==> src/eivp_pkg.sv <==
package eivp_pkg;

    // register byte offsets on the bus
    localparam logic [7:0] OFS_VEC_CTRL = 8'h00;
    localparam logic [7:0] OFS_SENSE = 8'h04;
    localparam logic [7:0] OFS_EXT_MASK = 8'h08;
    localparam logic [7:0] OFS_EXT_FLAG = 8'h0C;
    localparam logic [7:0] OFS_PC_ENABLE = 8'h10;
    localparam logic [7:0] OFS_PC_FLAG = 8'h14;
    localparam logic [7:0] OFS_PC_MASK_LOW = 8'h18;
    localparam logic [7:0] OFS_PC_MASK_MID = 8'h1C;
    localparam logic [7:0] OFS_PC_MASK_HIGH = 8'h20;

    // field positions
    localparam int POS_CHANGE_EN = 0;
    localparam int POS_TABLE_SEL = 1;
    localparam int POS_SENSE_A = 0;
    localparam int POS_SENSE_B = 2;

    // reset values
    localparam logic [3:0] RST_SENSE = 4'h0;
    localparam logic [1:0] RST_EXT_MASK = 2'h0;
    localparam logic [2:0] RST_PC_ENABLE = 3'h0;
    localparam logic [2:0] RST_PC_FLAG = 3'h0;
    localparam logic [7:0] RST_PC_MASK_LOW = 8'h00;
    localparam logic [6:0] RST_PC_MASK_MID = 7'h00;
    localparam logic [7:0] RST_PC_MASK_HIGH = 8'h00;

    // protected change window, in system clock cycles
    localparam logic [2:0] CHANGE_WINDOW_CYCLES = 3'h4;

    // program memory word addresses
    localparam logic [15:0] APP_VECTOR_BASE = 16'h0000;
    localparam logic [15:0] VEC_SLOT_WORDS = 16'h0002;
    localparam logic [1:0] BOOT_SIZE_2K = 2'h1;
    localparam logic [15:0] BOOT_BASE_2K = 16'h3C00;
    localparam logic [15:0] BOOT_BASE_4K = 16'h3800;
    localparam logic [15:0] BOOT_BASE_1K = 16'h3E00;
    localparam logic [15:0] BOOT_BASE_512 = 16'h3F00;
    localparam logic [1:0] BOOT_SIZE_4K = 2'h0;
    localparam logic [1:0] BOOT_SIZE_1K = 2'h2;

    // interrupt slot indices, lowest index wins
    localparam int NUM_IRQ = 5;
    localparam int IDX_EXT_A = 0;
    localparam int IDX_EXT_B = 1;
    localparam int IDX_PC_LOW = 2;

    typedef enum logic [1:0] {
        SENSE_LOW = 2'h0,
        SENSE_ANY = 2'h1,
        SENSE_FALL = 2'h2,
        SENSE_RISE = 2'h3
    } eivp_sense_e;

    typedef enum logic [2:0] {
        ST_IDLE = 3'h1,
        ST_WINDOW = 3'h2,
        ST_TRAIL = 3'h4
    } eivp_seq_e;

endpackage : eivp_pkg

==> src/eivp_top.sv <==
// What this block does
// - select bit picks application or boot vectors
// - boot base comes from boot size fuses
// - 2K boot: reset 0x3C00, vectors from 0x3C02
// - enable self-clears after four cycles or select
// - block interrupts during the change sequence
// - global enable flag is never touched
// - boot vectors plus app lock mute app code
// - app vectors plus boot lock mute boot code
// - pins interrupt even when driven as outputs
// - three pin-change groups with per-pin masks
// - pin-change detection serves wake from sleep
// - low level keeps requesting while held
// - external pin detection serves wake from sleep
// - wake level must outlast start-up for interrupt
// - second pin needs global and own enable
// - two-bit sense: low, change, fall, rise
// - pin sampled first; longer pulses always caught
// - sense register upper nibble reads zero
// - first pin uses the same sense encoding
// - edge flag set, cleared by entry or one
// - each pin also needs its mask bit
`timescale 1ns/1ps
module eivp_top
    import eivp_pkg::*;
(
    input wire logic I_CLK_SYS,
    input wire logic I_RST_N,
    input wire logic I_HSEL,
    input wire logic [31:0] I_HADDR,
    input wire logic [1:0] I_HTRANS,
    input wire logic I_HWRITE,
    input wire logic [2:0] I_HSIZE,
    input wire logic [31:0] I_HWDATA,
    input wire logic I_HREADY,
    output logic [31:0] O_HRDATA,
    output logic O_HREADYOUT,
    output logic O_HRESP,
    input wire logic I_GLOBAL_IE,
    input wire logic I_INSTR_DONE,
    input wire logic I_EXEC_IN_BOOT,
    input wire logic I_IRQ_ACK,
    input wire logic [2:0] I_ACK_INDEX,
    input wire logic [1:0] I_BOOT_SIZE_FUSES,
    input wire logic I_BOOT_RESET_FUSE,
    input wire logic I_APP_SIDE_BOOT_LOCK,
    input wire logic I_BOOT_SIDE_BOOT_LOCK,
    input wire logic I_EXT_IRQ_PIN_A,
    input wire logic I_EXT_IRQ_PIN_B,
    input wire logic [23:0] I_PIN_CHANGE_INPUTS,
    output logic [4:0] O_IRQ_REQ,
    output logic [15:0] O_IRQ_VECTOR,
    output logic [15:0] O_VECTOR_BASE,
    output logic [15:0] O_RESET_ADDR,
    output logic O_IRQ_BLOCKED
);

    // map a fuse setting to the boot section start
    function automatic logic [15:0] boot_base(input logic [1:0] size);
        logic [15:0] b;
        b = BOOT_BASE_512;
        if (size == BOOT_SIZE_2K) begin
            b = BOOT_BASE_2K;
        end else if (size == BOOT_SIZE_4K) begin
            b = BOOT_BASE_4K;
        end else if (size == BOOT_SIZE_1K) begin
            b = BOOT_BASE_1K;
        end
        return b;
    endfunction : boot_base

    // register hit on the low address byte
    function automatic logic hit(input logic [7:0] a, input logic [7:0] ofs);
        return a == ofs;
    endfunction : hit

    logic rst_q1;
    logic rst_n;

    // reset release through two flops
    always_ff @(posedge I_CLK_SYS or negedge I_RST_N) begin
        if (!I_RST_N) begin
            rst_q1 <= 1'b0;
            rst_n <= 1'b0;
        end else begin
            rst_q1 <= 1'b1;
            rst_n <= rst_q1;
        end
    end

    // fuse and lock straps, synchronised
    logic [4:0] strap_s1;
    logic [4:0] strap_s2;
    logic [1:0] boot_size;
    logic boot_reset_prog;
    logic app_lock;
    logic boot_lock;

    always_ff @(posedge I_CLK_SYS or negedge rst_n) begin
        if (!rst_n) begin
            strap_s1 <= 5'h00;
            strap_s2 <= 5'h00;
        end else begin
            strap_s1 <= {I_BOOT_SIZE_FUSES, ~I_BOOT_RESET_FUSE,
                         I_APP_SIDE_BOOT_LOCK, I_BOOT_SIDE_BOOT_LOCK};
            strap_s2 <= strap_s1;
        end
    end

    assign boot_size = strap_s2[4:3];
    assign boot_reset_prog = strap_s2[2];
    assign app_lock = strap_s2[1];
    assign boot_lock = strap_s2[0];

    // ---- bus slave: zero-wait writes, one-wait reads ----
    logic aphase;
    logic wr_pend;
    logic rd_pend;
    logic [7:0] addr_q;
    logic hready_out;
    logic [31:0] hrdata;
    logic next_wr_pend;
    logic next_rd_pend;
    logic [7:0] next_addr;
    logic next_hready;
    logic [31:0] next_hrdata;
    logic [7:0] wbyte;
    logic [7:0] rbyte;

    // register state
    logic table_sel;
    logic change_en;
    logic [2:0] win_cnt;
    eivp_seq_e state;
    logic [3:0] sense;
    logic [1:0] ext_mask;
    logic [2:0] pc_enable;
    logic [2:0] pc_flag;
    logic [7:0] pc_mask_low;
    logic [6:0] pc_mask_mid;
    logic [7:0] pc_mask_high;
    logic next_table_sel;
    logic next_change_en;
    logic [2:0] next_win_cnt;
    eivp_seq_e next_state;
    logic [3:0] next_sense;
    logic [1:0] next_ext_mask;
    logic [2:0] next_pc_enable;
    logic [2:0] next_pc_flag;
    logic [7:0] next_pc_mask_low;
    logic [6:0] next_pc_mask_mid;
    logic [7:0] next_pc_mask_high;

    // interrupt side
    logic [1:0] ext_flag;
    logic [1:0] ext_req;
    logic [1:0] ext_clear;
    logic [4:0] ack_clear;
    logic [23:0] pc_s1;
    logic [23:0] pc_s2;
    logic [23:0] pc_prev;
    logic [23:0] pc_toggle;
    logic [2:0] pc_hit;
    logic [2:0] pc_w1c;
    logic [4:0] pending;
    logic [4:0] enables;
    logic blocked_next;
    logic lock_mute;
    logic [4:0] next_irq_req;
    logic [15:0] next_irq_vector;
    logic [15:0] next_vector_base;
    logic [15:0] next_reset_addr;
    logic wr_vec;

    assign aphase = I_HSEL & I_HTRANS[1] & I_HREADY;
    assign wbyte = I_HWDATA[7:0];

    // read mux, unused bits read zero
    always_comb begin
        rbyte = 8'h00;
        if (hit(addr_q, OFS_VEC_CTRL)) begin
            rbyte = {6'h00, table_sel, change_en};
        end else if (hit(addr_q, OFS_SENSE)) begin
            rbyte = {4'h0, sense};
        end else if (hit(addr_q, OFS_EXT_MASK)) begin
            rbyte = {6'h00, ext_mask};
        end else if (hit(addr_q, OFS_EXT_FLAG)) begin
            rbyte = {6'h00, ext_flag};
        end else if (hit(addr_q, OFS_PC_ENABLE)) begin
            rbyte = {5'h00, pc_enable};
        end else if (hit(addr_q, OFS_PC_FLAG)) begin
            rbyte = {5'h00, pc_flag};
        end else if (hit(addr_q, OFS_PC_MASK_LOW)) begin
            rbyte = pc_mask_low;
        end else if (hit(addr_q, OFS_PC_MASK_MID)) begin
            rbyte = {1'b0, pc_mask_mid};
        end else if (hit(addr_q, OFS_PC_MASK_HIGH)) begin
            rbyte = pc_mask_high;
        end
    end

    // bus phase tracking
    always_comb begin
        next_wr_pend = aphase & I_HWRITE;
        next_rd_pend = aphase & ~I_HWRITE;
        next_addr = aphase ? I_HADDR[7:0] : addr_q;
        next_hready = ~(aphase & ~I_HWRITE);
        next_hrdata = rd_pend ? {24'h000000, rbyte} : hrdata;
    end

    always_ff @(posedge I_CLK_SYS or negedge rst_n) begin
        if (!rst_n) begin
            wr_pend <= 1'b0;
            rd_pend <= 1'b0;
            addr_q <= 8'h00;
            hready_out <= 1'b1;
            hrdata <= 32'h00000000;
        end else begin
            wr_pend <= next_wr_pend;
            rd_pend <= next_rd_pend;
            addr_q <= next_addr;
            hready_out <= next_hready;
            hrdata <= next_hrdata;
        end
    end

    assign wr_vec = wr_pend & hit(addr_q, OFS_VEC_CTRL);

    // protected vector select sequence
    always_comb begin
        next_table_sel = table_sel;
        next_change_en = change_en;
        next_win_cnt = win_cnt;
        next_state = state;
        case (state)
            ST_IDLE: begin
                if (wr_vec && wbyte[POS_CHANGE_EN]) begin
                    next_change_en = 1'b1;
                    next_win_cnt = CHANGE_WINDOW_CYCLES;
                    next_state = ST_WINDOW;
                end
            end
            ST_WINDOW: begin
                if (wr_vec && wbyte[POS_CHANGE_EN]) begin
                    next_win_cnt = CHANGE_WINDOW_CYCLES;
                end else if (wr_vec) begin
                    next_table_sel = wbyte[POS_TABLE_SEL];
                    next_change_en = 1'b0;
                    next_state = ST_TRAIL;
                end else if (win_cnt == 3'h1) begin
                    next_change_en = 1'b0;
                    next_state = ST_IDLE;
                end else begin
                    next_win_cnt = win_cnt - 3'h1;
                end
            end
            ST_TRAIL: begin
                if (wr_vec && wbyte[POS_CHANGE_EN]) begin
                    next_change_en = 1'b1;
                    next_win_cnt = CHANGE_WINDOW_CYCLES;
                    next_state = ST_WINDOW;
                end else if (I_INSTR_DONE) begin
                    next_state = ST_IDLE;
                end
            end
            default: begin
                next_change_en = 1'b0;
                next_state = ST_IDLE;
            end
        endcase
    end

    // plain control registers and pin-change flags
    always_comb begin
        next_sense = sense;
        next_ext_mask = ext_mask;
        next_pc_enable = pc_enable;
        next_pc_mask_low = pc_mask_low;
        next_pc_mask_mid = pc_mask_mid;
        next_pc_mask_high = pc_mask_high;
        pc_w1c = 3'h0;
        if (wr_pend) begin
            if (hit(addr_q, OFS_SENSE)) begin
                next_sense = wbyte[3:0];
            end else if (hit(addr_q, OFS_EXT_MASK)) begin
                next_ext_mask = wbyte[1:0];
            end else if (hit(addr_q, OFS_PC_ENABLE)) begin
                next_pc_enable = wbyte[2:0];
            end else if (hit(addr_q, OFS_PC_FLAG)) begin
                pc_w1c = wbyte[2:0];
            end else if (hit(addr_q, OFS_PC_MASK_LOW)) begin
                next_pc_mask_low = wbyte;
            end else if (hit(addr_q, OFS_PC_MASK_MID)) begin
                next_pc_mask_mid = wbyte[6:0];
            end else if (hit(addr_q, OFS_PC_MASK_HIGH)) begin
                next_pc_mask_high = wbyte;
            end
        end
        for (int g = 0; g < 3; g++) begin
            next_pc_flag[g] = pc_flag[g];
            if (pc_w1c[g] || ack_clear[IDX_PC_LOW + g]) begin
                next_pc_flag[g] = 1'b0;
            end
            if (pc_hit[g]) begin
                next_pc_flag[g] = 1'b1;
            end
        end
    end

    always_ff @(posedge I_CLK_SYS or negedge rst_n) begin
        if (!rst_n) begin
            table_sel <= 1'b0;
            change_en <= 1'b0;
            win_cnt <= 3'h0;
            state <= ST_IDLE;
            sense <= RST_SENSE;
            ext_mask <= RST_EXT_MASK;
            pc_enable <= RST_PC_ENABLE;
            pc_flag <= RST_PC_FLAG;
            pc_mask_low <= RST_PC_MASK_LOW;
            pc_mask_mid <= RST_PC_MASK_MID;
            pc_mask_high <= RST_PC_MASK_HIGH;
        end else begin
            table_sel <= next_table_sel;
            change_en <= next_change_en;
            win_cnt <= next_win_cnt;
            state <= next_state;
            sense <= next_sense;
            ext_mask <= next_ext_mask;
            pc_enable <= next_pc_enable;
            pc_flag <= next_pc_flag;
            pc_mask_low <= next_pc_mask_low;
            pc_mask_mid <= next_pc_mask_mid;
            pc_mask_high <= next_pc_mask_high;
        end
    end

    // handler entry clears the acknowledged slot
    assign ack_clear = I_IRQ_ACK ? 5'(5'h01 << I_ACK_INDEX) : 5'h00;
    assign ext_clear[0] = ack_clear[IDX_EXT_A]
                        | (wr_pend & hit(addr_q, OFS_EXT_FLAG) & wbyte[0]);
    assign ext_clear[1] = ack_clear[IDX_EXT_B]
                        | (wr_pend & hit(addr_q, OFS_EXT_FLAG) & wbyte[1]);

    // one sense block per dedicated pin, pin level read whatever its direction
    eivp_ext_sense u_sense_a (
        .i_clk(I_CLK_SYS),
        .i_rst_n(rst_n),
        .i_pin(I_EXT_IRQ_PIN_A),
        .i_sense(sense[POS_SENSE_A +: 2]),
        .i_clear(ext_clear[0]),
        .o_request(ext_req[0]),
        .o_flag(ext_flag[0])
    );

    eivp_ext_sense u_sense_b (
        .i_clk(I_CLK_SYS),
        .i_rst_n(rst_n),
        .i_pin(I_EXT_IRQ_PIN_B),
        .i_sense(sense[POS_SENSE_B +: 2]),
        .i_clear(ext_clear[1]),
        .o_request(ext_req[1]),
        .o_flag(ext_flag[1])
    );

    // pin-change inputs: two sync stages then a previous sample
    always_ff @(posedge I_CLK_SYS or negedge rst_n) begin
        if (!rst_n) begin
            pc_s1 <= 24'h000000;
            pc_s2 <= 24'h000000;
            pc_prev <= 24'h000000;
        end else begin
            pc_s1 <= I_PIN_CHANGE_INPUTS;
            pc_s2 <= pc_s1;
            pc_prev <= pc_s2;
        end
    end

    // any enabled toggle in a group raises its flag
    assign pc_toggle = pc_s2 ^ pc_prev;
    assign pc_hit[0] = |(pc_toggle[7:0] & pc_mask_low);
    assign pc_hit[1] = |(pc_toggle[14:8] & pc_mask_mid);
    assign pc_hit[2] = |(pc_toggle[23:16] & pc_mask_high);

    // request gating toward the core
    always_comb begin
        pending = {pc_flag, ext_req};
        enables = {pc_enable, ext_mask};
        blocked_next = (next_state != ST_IDLE);
        lock_mute = (next_table_sel & app_lock & ~I_EXEC_IN_BOOT)
                  | (~next_table_sel & boot_lock & I_EXEC_IN_BOOT);
        // global enable is read only, never written here
        next_irq_req = pending & enables
                     & {NUM_IRQ{I_GLOBAL_IE & ~blocked_next & ~lock_mute}};
        next_vector_base = next_table_sel ? boot_base(boot_size) : APP_VECTOR_BASE;
        next_reset_addr = boot_reset_prog ? boot_base(boot_size) : APP_VECTOR_BASE;
        next_irq_vector = next_vector_base;
        for (int i = NUM_IRQ - 1; i >= 0; i--) begin
            if (next_irq_req[i]) begin
                next_irq_vector = next_vector_base + VEC_SLOT_WORDS * 16'(i + 1);
            end
        end
    end

    always_ff @(posedge I_CLK_SYS or negedge rst_n) begin
        if (!rst_n) begin
            O_IRQ_REQ <= 5'h00;
            O_IRQ_VECTOR <= APP_VECTOR_BASE;
            O_VECTOR_BASE <= APP_VECTOR_BASE;
            O_RESET_ADDR <= APP_VECTOR_BASE;
            O_IRQ_BLOCKED <= 1'b0;
        end else begin
            O_IRQ_REQ <= next_irq_req;
            O_IRQ_VECTOR <= next_irq_vector;
            O_VECTOR_BASE <= next_vector_base;
            O_RESET_ADDR <= next_reset_addr;
            O_IRQ_BLOCKED <= blocked_next;
        end
    end

    assign O_HRDATA = hrdata;
    assign O_HREADYOUT = hready_out;
    assign O_HRESP = 1'b0;

endmodule : eivp_top

==> src/eivp_ext_sense.sv <==
`timescale 1ns/1ps
module eivp_ext_sense
    import eivp_pkg::*;
(
    input wire logic i_clk,
    input wire logic i_rst_n,
    input wire logic i_pin,
    input wire logic [1:0] i_sense,
    input wire logic i_clear,
    output logic o_request,
    output logic o_flag
);

    logic pin_s1;
    logic pin_s2;
    logic pin_prev;
    logic flag;
    logic next_flag;
    logic hit;

    // edge select and sticky flag, set beats clear
    always_comb begin
        hit = 1'b0;
        case (eivp_sense_e'(i_sense))
            SENSE_ANY: hit = pin_s2 ^ pin_prev;
            SENSE_FALL: hit = ~pin_s2 & pin_prev;
            SENSE_RISE: hit = pin_s2 & ~pin_prev;
            default: hit = 1'b0;
        endcase
        next_flag = flag;
        if (i_clear) begin
            next_flag = 1'b0;
        end
        if (hit) begin
            next_flag = 1'b1;
        end
        if (eivp_sense_e'(i_sense) == SENSE_LOW) begin
            next_flag = 1'b0;
        end
    end

    // pin sampled twice before the edge compare
    always_ff @(posedge i_clk or negedge i_rst_n) begin
        if (!i_rst_n) begin
            pin_s1 <= 1'b1;
            pin_s2 <= 1'b1;
            pin_prev <= 1'b1;
            flag <= 1'b0;
        end else begin
            pin_s1 <= i_pin;
            pin_s2 <= pin_s1;
            pin_prev <= pin_s2;
            flag <= next_flag;
        end
    end

    // low level requests while held low, else the flag
    assign o_request = (eivp_sense_e'(i_sense) == SENSE_LOW) ? ~pin_s2 : flag;
    assign o_flag = flag;

endmodule : eivp_ext_sense

==> config.mk <==
export PLATFORM = sky130hd
export DESIGN_NAME = eivp_top
export DESIGN_NICKNAME = d
export VERILOG_FILES = /design/src/eivp_pkg.sv /design/src/eivp_top.sv /design/src/eivp_ext_sense.sv
export SDC_FILE = /design/constraint.sdc
export NUM_CORES = 1
export LEC_CHECK = 0
export BUFFER_PORTS_ARGS = -buffer_cell sky130_fd_sc_hd__buf_4
export CORE_MARGIN = 2
export CORE_UTILIZATION = 47
export CTS_CLUSTER_SIZE = 10
export DETAILED_ROUTE_END_ITERATION = 10
export PLACE_DENSITY_LB_ADDON = 0.25
export SETUP_SLACK_MARGIN = 0.3
export SLEW_MARGIN = 40
export SYNTH_ARGS = -nofsm -noshare
export SYNTH_HDL_FRONTEND = slang
export SYNTH_SLANG_ARGS = --single-unit
==> constraint.sdc <==
create_clock -name I_CLK_SYS -period 5.22 [get_ports I_CLK_SYS]
set_clock_uncertainty 0.2 [all_clocks]
set_input_delay 0 -clock I_CLK_SYS [delete_from_list [all_inputs] [get_ports I_CLK_SYS]]
set_output_delay 0 -clock I_CLK_SYS [all_outputs]
set_load 0.05 [all_outputs]
Word-level counts from Yosys, hierarchy flattened

Cells that the tools add are included.
Widths: inputs -> output; s select.

Reduce and logical (&&, ||, !) cells: 26
Muxes and demuxes: 61
Bitwise logic cells: 46
Shift operators: 1
$add $sub $neg: 6
Eq/ne operators: 26

Operators with widths:

| operator              | number |
|---|---|
| $mux 16               | 7 |
| $mux 8                | 9 |
| $mux 3                | 15 |
| $add 16x3->16 const B | 2 |
| $add 16x4->16 const B | 2 |
| $eq 8x5->1 const B    | 4 |
| $xor 24x24->24        | 1 |
| $mux 11               | 2 |
| $mux 1                | 21 |
| $and 1x1->1           | 18 |
| $not 1->1             | 17 |
| $add 16x2->16 const B | 1 |
| $and 8x8->8           | 2 |
| $eq 8x4->1 const B    | 2 |
| $reduce_or 8->1       | 2 |
| $and 5x5->5           | 2 |
| $eq 2x2->1 const B    | 5 |
| $mux 9                | 1 |
| $ne 3x3->1 const B    | 3 |
| $pmux 3 s3            | 1 |
| $eq 8x3->1 const B    | 1 |
| $eq 8x6->1 const B    | 1 |
| $logic_not 8->1       | 1 |
| $reduce_and 4->1      | 2 |
| 28 further kinds      | 44 |

Register bits: 208
Bits of input ports: 112
Output and inout port bits: 88
Word-level logic and storage cells: 204

Depth between registers and ports, before layout

Gate-level depths: netlist of run 1.

Depth after elaboration: 17
Mapped depth: 7
Mapped depth without buffers: 6

By module

Synthesis of run 1 repeated with hierarchy kept, for this count alone.

Cells, all modules: 533
Area, all modules: 6941.7 µm²

By module, submodules not included:

| module         | area each (µm²) | cells an instance | sequential area each (µm²) | times used |
|---|---|---|---|---|
| eivp_top       | 6571.3          | 501               | 3981.3                     | 1 |
| eivp_ext_sense | 185.2           | 16                | 103.8                      | 2 |

Least setup slack after synthesis of run 1

Ideal clock, no wire load.

Path kind: flip-flop to flip-flop
From: register addr_q[2]
To: register O_IRQ_VECTOR[3]
Library setup time: 0.066 ns
Path buffers: 1
Arrival: 1.981 ns
Clock period less this slack: 2.247 ns
Cell stages (with the launch flop): 7
Data required time: 4.954 ns
Slack: 2.973 ns
Cell sequence: dfrtp_1 buf_6 nor4_4 nand4_2 mux2_4 a311o_4 and3b_1

Word-level cells in the longest chain between the ends: 17
Elaborated cells between the ends (all ways): 34
Those cells by class: add/sub (5); eq/ne (1); mux (14); bitwise (12); reduce/logical (2)

Ends and longest elaborated chain:

| element                                                | line            | text |
|---|---|---|
| from (decl)                                            | eivp_top.sv:119 | `logic [7:0] addr_q;` |
| from (signal assigned)                                 | eivp_top.sv:221 | `addr_q <= next_addr;` |
| $logic_not 8->1 *                                      | eivp_top.sv:74  | `return a == ofs;` |
| $and 1x1->1 *                                          | eivp_top.sv:227 | `assign wr_vec = wr_pend & hit(addr_q, OFS_VEC_CTRL);` |
| branches (longest 14 deep; another with $add 16x4->16) | -               |  |
| $mux 16 *                                              | eivp_top.sv:399 | `if (next_irq_req[i]) begin` |
| via next_irq_vector[3]                                 | eivp_top.sv:170 | `logic [15:0] next_irq_vector;` |
| to (signal assigned)                                   | eivp_top.sv:414 | `O_IRQ_VECTOR <= next_irq_vector;` |
| to (decl)                                              | eivp_top.sv:52  | `output logic [15:0] O_IRQ_VECTOR,` |

Mark *: on every way through the listed nets, which the timed path passes.
A chain may end at the register's enable or synchronous reset.

Worst setup path after layout of run 1

From: register addr_q[2]
To: register state[2]

Word-level cells in the longest chain between the ends: 5
Elaborated cells between the ends (all ways): 8
Those cells by class: mux (5); bitwise (1); reduce/logical (2)

Ends and longest elaborated chain:

| element                                     | line                                              | text |
|---|---|---|
| $logic_not 8->1 *                           | eivp_top.sv:74                                    |  |
| $and 1x1->1 *                               | eivp_top.sv:227                                   |  |
| $mux 3 or $logic_and 1x1->1 (tied branches) | -                                                 |  |
| $mux 3 (on tied branches)                   | eivp_top.sv:244, eivp_top.sv:237, eivp_top.sv:258 |  |
| $pmux 3 s3 *                                | eivp_top.sv:235                                   | `case (state)` |
| via next_state[2]                           | eivp_top.sv:145                                   | `eivp_seq_e next_state;` |
| to (signal assigned)                        | eivp_top.sv:327                                   | `state <= next_state;` |
| to (decl)                                   | eivp_top.sv:134                                   | `eivp_seq_e state;` |

The timed path passes the listed nets; every way through them passes the cells marked *.

==> impl_metrics.toml, run 1 <==
[outcome]
outcome = "finished, final reports clean"

[sta]
final.min_clock_period_ns = 3.02
max_freq_ghz = 0.331
drv_slew = 0
hold_viol = 0
rsz0062_at_grt = "no"
period_share_pct = 57.9
tightestPinTransition_ns = 0.786
worst_hold_slack_ns = 0.0182
slew_headroom_pct = 47.6
timing.setup.tns_ns = 0
setup_slack_ns = 2.20
setup_viol = 0

[synthesis]
synth-main-ff-cell = "dfrtp_1"
synthesis.area_um2 = 6780
synth_area_leader_cell = "dfrtp_1"
syn_avg_cell_area_um2 = 13.0
synth.distinct_cells = 60
synth.ff_latch_count = 167
yosysWarnings = 0
synth_cells = 522
synthArstFlopShare_pct = 100
synth_top_area_share_pct = 58.7
ys_seq_area_share_pct = 61.8
netlist_top_cells_area = "dfrtp_1 (59%), mux2_2 (7.5%), buf_4 (7.0%), dfstp_2 (3.1%), xor2_1 (3.1%)"
synth_edf_count = 0

[final_layout]
antenna_cells = 0
finalNonFillerCells = 866
final_core_util_pct = 61.1
area_delta_synth_final_pct = 26.2
nets = 791
final_area_um2 = 8550
drive_gt1_share_pct = 28.0

[clocking]
cts_resized = 0
cts.htree.levels = 4
path_clk_slew_ns = 0.06
insertion_delay_ns = 0.42
cts_tree = "built"
cts_num_sinks = 167
cts_buffer_depth = 2
cts_buffers = 17
clock-root-buffer = "clkbuf_16"

[detailed_routing]
wirelength_um = 13200
routed_wire_length_per_instance_um = 15.3
drt_iter0_markers = 234
route.vias.total = 4352
antenna_left = 0
drt_first_pass_iters = 4
routed_via_density = 5.03
drc = 0

[worst_setup_path]
cp.required_ns = 5.38
end_kind = "register"
critPathKind = "register to register"
cp_max_fo = 19
start_kind = "register"
crit_arrival_ns = 3.18

[die]
ios = 200
fp.dieH_um = 124
die-width_um = 124
start_util_pct = 48.4
core_um2 = 14000
fp.dieArea_um2 = 15400
row_count = 43

[run]
max-cap-violations = 0

[global_routing]
overflow = 0
grt_max_degree = 63
grt_usage_pct = 18.5
grt_pass1_wl_um = 21200
antenna_found_initial = 0
grt_pass1_vias = 4331

[placement]
post-place-cells = 773
hpwl_um = 8990
place_ws_ns = 2.38
place_area_um2 = 7390
portBuffers = 94
gp_congestion = 0.840

[hold_path]
min_path_type = "input port to register"

[power_and_ir_drop]
p_leak_nw = 3.97
p_total_mw = 3.02
peakVddDrop_uv = 301
power_density_nw_per_um2 = 354
-- cells by family after synthesis --
family	Yosys count	synth area share [%]
AO/OA/AOI/OAI	72	7.90
XOR/XNOR	25	3.23
adder cells (fa/ha/maj)	6	1.11
buffers and inverters	92	8.72
flip-flops	167	61.8
multiplexers	53	8.74
other	2	0.111
AND/OR/NAND/NOR	105	8.37
-- Yosys cell counts (all sizes together), types with 8 or more instances --
cell / number
nand3: 12
a22oi: 12
xor2: 24
inv: 16
nand2: 29
dfrtp: 159
buf: 66
o21ai: 14
dfstp: 8
nor2: 22
a21oi: 8
clkbuf: 10
mux2: 46
-- sequential cells by signal, indices dropped and copies added, names as in the netlist, 5 cells and up --
register / count
strap_s2: 5
strap_s1: 5
pc_mask_mid: 7
O_IRQ_REQ: 5
pc_s1: 23
O_HRDATA: 8
pc_prev: 23
addr_q: 8
pc_mask_high: 8
pc_mask_low: 8
pc_s2: 23
-- layer usage --
metal / GRT usage (%) / vias up / share of wire [%]
met5: 0 / - / 0
met4: 7.16 / 0 / 1.8
met3: 5.08 / 18 / 4.6
met2: 30.3 / 142 / 50
met1: 23.4 / 2182 / 43
li1: - / 2010 / -
-- repair_timing --
item,CTS,global route
hold endpoints to repair,97,0
setup buffers,0,0
hold buffers,61,0
-- critical path: stages, from the launching register on --
cell	delay, ns
dfrtp_1	0.67
nor4_4	0.64
and2_1	0.27
nand2_1	0.09
mux2_2	0.29
a211oi_1	0.23
dlygate4sd3_1	0.59
-- layout make-up --
type,instances,area [um^2]
multi-input cells,314,2200
clock buffers,19,443
flip-flops and latches,167,4190
inverters,16,60.1
fillers,1072,5440
clock inverters,13,100
well taps,180,225
repair buffers,157,1340
-- report_power, final --
group	internal, mW	leakage [nW]	switching [mW]
combinational	0.161	1.74	0.256
clock	0.623	0.252	0.512
sequential	1.38	1.98	0.0885
total	2.17	3.97	0.857
-- cell usage in the layout (no fill, tap or decap), drive strengths merged, types with 3 or more instances in the layout --
cell,instances
nor2,22
a21oi,8
clkinvlp,5
conb,53
clkbuf,19
inv,18
clkinv,6
nand4,5
nor2b,5
mux2i,7
dfrtp,159
nand2,29
nand3b,4
ha,6
and3,4
xor2,24
o21ai,14
and2,5
a22oi,12
nand2b,5
nand3,12
o22ai,3
dfstp,8
a221oi,4
mux2,46
dlygate4sd3,61
a22o,6
buf,96
nor4b,3
-- path summary, 6_finish.rpt --
kind	startpoint	endpoint	slack [ns]	depth (start not counted)
max	addr_q[2]	state[2]	2.20	6
min	I_PIN_CHANGE_INPUTS[12]	pc_s1[12]	0.02	2
max reg2reg	addr_q[2]	state[2]	2.20	6
min reg2reg	pc_s1[12]	pc_s2[12]	0.15	0
max in group asynchronous	rst_n	pc_prev[4]	3.57	1
min in group asynchronous	rst_n	pc_prev[14]	0.17	0
No activity file was read; power rests on OpenSTA's default activity.
==> inputs of run 2 (changes only) <==
Clock period 5.22 ns to 2.4 ns, I/O delays scaled along.
==> run 2 against run 1 <==
Effect of this change:
- sequential share of layout area down 2.5 points
- clock power rose by 140%
- worst hold slack better by 0.00096 ns
- critical path type unchanged
- largest power group unchanged
==> impl_metrics.toml, run 2 (synthesis results as in run 1) <==
[sta]
rsz0062_at_grt = "yes"
period_share_pct = 91.6
drv_slew = 0
slew_headroom_pct = 65.2
max_freq_ghz = 0.455
final.min_clock_period_ns = 2.20
timing.setup.tns_ns = 0
hold_viol = 0
tightestPinTransition_ns = 0.521
setup_viol = 0

[die]
die-width_um = 124
fp.dieH_um = 124
core_um2 = 14000
start_util_pct = 48.4
row_count = 43
ios = 200
fp.dieArea_um2 = 15400

[detailed_routing]
wirelength_um = 13800
routed_wire_length_per_instance_um = 15.3
drc = 0
routed_via_density = 4.99
antenna_left = 0
drt_first_pass_iters = 5
drt_iter0_markers = 201
route.vias.total = 4492

[clocking]
cts_tree = "built"
cts.htree.levels = 4
insertion_delay_ns = 0.43
clock-root-buffer = "clkbuf_16"
cts_buffer_depth = 2
cts_buffers = 17
cts_num_sinks = 167
path_clk_slew_ns = 0.06

[global_routing]
overflow = 0
grt_pass1_vias = 4382
grt_max_degree = 43
grt_pass1_wl_um = 21700
grt_usage_pct = 19.0
antenna_found_initial = 0

[power_and_ir_drop]
seqPwrFrac_pct = 45.6
peakVddDrop_uv = 635
p_switching_mw = 1.87
p_leak_nw = 4.20
power_density_nw_per_um2 = 772
p_sw_share_pct = 26.8
p_clk_share_pct = 39.2
pwr-share-comb_pct = 15.3
power.internal_mw = 5.10

[placement]
portBuffers = 94
place_area_um2 = 7510
hpwl_um = 9210
gp_congestion = 0.841

[worst_setup_path]
cpMaxStageDelayCell = "dfrtp_2"
crit_chain = "nor4_4, buf_4, buf_4, a311oi_4, nand2b_1, a311o_4, and3b_1"
end_kind = "register"
crit_arrival_ns = 2.35
critPathKind = "register to register"
cp.required_ns = 2.56
start_kind = "register"
cpPeakStageDelay_ns = 0.45
crit_top_cell = "buf_4"
cp_max_fo = 8

[final_layout]
layout_commonest_cell = "dfrtp_1"
final_area_um2 = 9020
antenna_cells = 0
nets = 827
fill_cells = 1041
area_delta_synth_final_pct = 33.2
reg_top3 = "pc_prev x23, pc_s1 x23, pc_s2 x23"
drive_gt1_share_pct = 33.4
layout_common_cells = "dfrtp_1 (154), buf_4 (126), dlygate4sd3_1 (63)"

[hold_path]
min_path_type = "input port to register"

[run]
max-cap-violations = 0

[outcome]
outcome = "finished, final reports clean"
-- run 2: cell count changes in the layout (fill, tap and decap cells not counted), moves of 3 or more --
| cell | delta |
|---|---|
| buf_4 | +31 |
| dfrtp_1 | -4 |
| dfrtp_2 | +4 |
| bufinv_16 | +3 |
| clkinvlp_4 | -3 |
-- run 2: timing repair --
action	in CTS	in global routing
hold buffers	63	0
setup buffers	11	10
setup endpoints to repair	28	55
resized for setup	10	19
gates cloned	0	0
pin swaps	6	6
endpoints found under the hold margin	96	0
-- run 2: cell type report --
cell class                      instances  area (um^2)  share of cell area (%)
Inverter                               16         60.1                   0.666
Timing Repair Buffer                  193         1640                    18.2
Sequential cell                       167         4200                    46.5
Clock inverter                         11          150                    1.66
Multi-Input combinational cell        314         2300                    25.5
Clock buffer                           20          447                    4.95
Tap cell                              180          225                    2.50
-- run 2: layer usage --
layer  wire length (um)  track usage, %
met5                  0               0
met4                191            7.87
met3                815            5.04
met2               7150            31.5
met1               5650            23.7
-- run 2: through the flow --
step,instances,utilization (%),hold WS (ns),setup slack [ns],power (mW)
floorplan,573,-,-0.496,0.218,3.89
global placement,786,53.7,-0.418,0.175,4.10
detailed placement,786,53.7,-0.416,0.166,4.12
CTS,891,63.4,0.0000485,0.240,6.98
global route,901,64.5,0.00371,0.130,7.26
finish,901,64.5,0.0192,0.201,6.97
-- run 2: power by group through the flow --
stage / clock, mW / combinational, mW / sequential, mW
floorplan: 0 / 0.579 / 3.31
global placement: 0 / 0.894 / 3.20
detailed placement: 0 / 0.908 / 3.21
CTS: 2.79 / 1.03 / 3.17
global route: 2.91 / 1.15 / 3.20
finish: 2.73 / 1.06 / 3.17
-- run 2: path summary, 6_finish.rpt --
check	start	end	slack [ns]	cells past startpoint
hold / removal	I_PIN_CHANGE_INPUTS[6]	pc_s1[6]	0.02	2
setup reg to reg	addr_q[5]	O_IRQ_VECTOR[3]	0.20	7
max in group asynchronous	rst_n	addr_q[5]	1.21	1
hold reg to reg	rst_n	pc_s1[2]	0.11	0
setup / recovery	addr_q[5]	O_IRQ_VECTOR[3]	0.20	7
min in group asynchronous	rst_n	pc_s1[2]	0.11	0
-- run 2: worst max-delay path, delay by kind of cell, from the launching register on --
kind	cells	cell delay, ns
simple gates	3	0.43
buf+inv	2	0.30
compound gates	2	0.76
flops	1	0.45
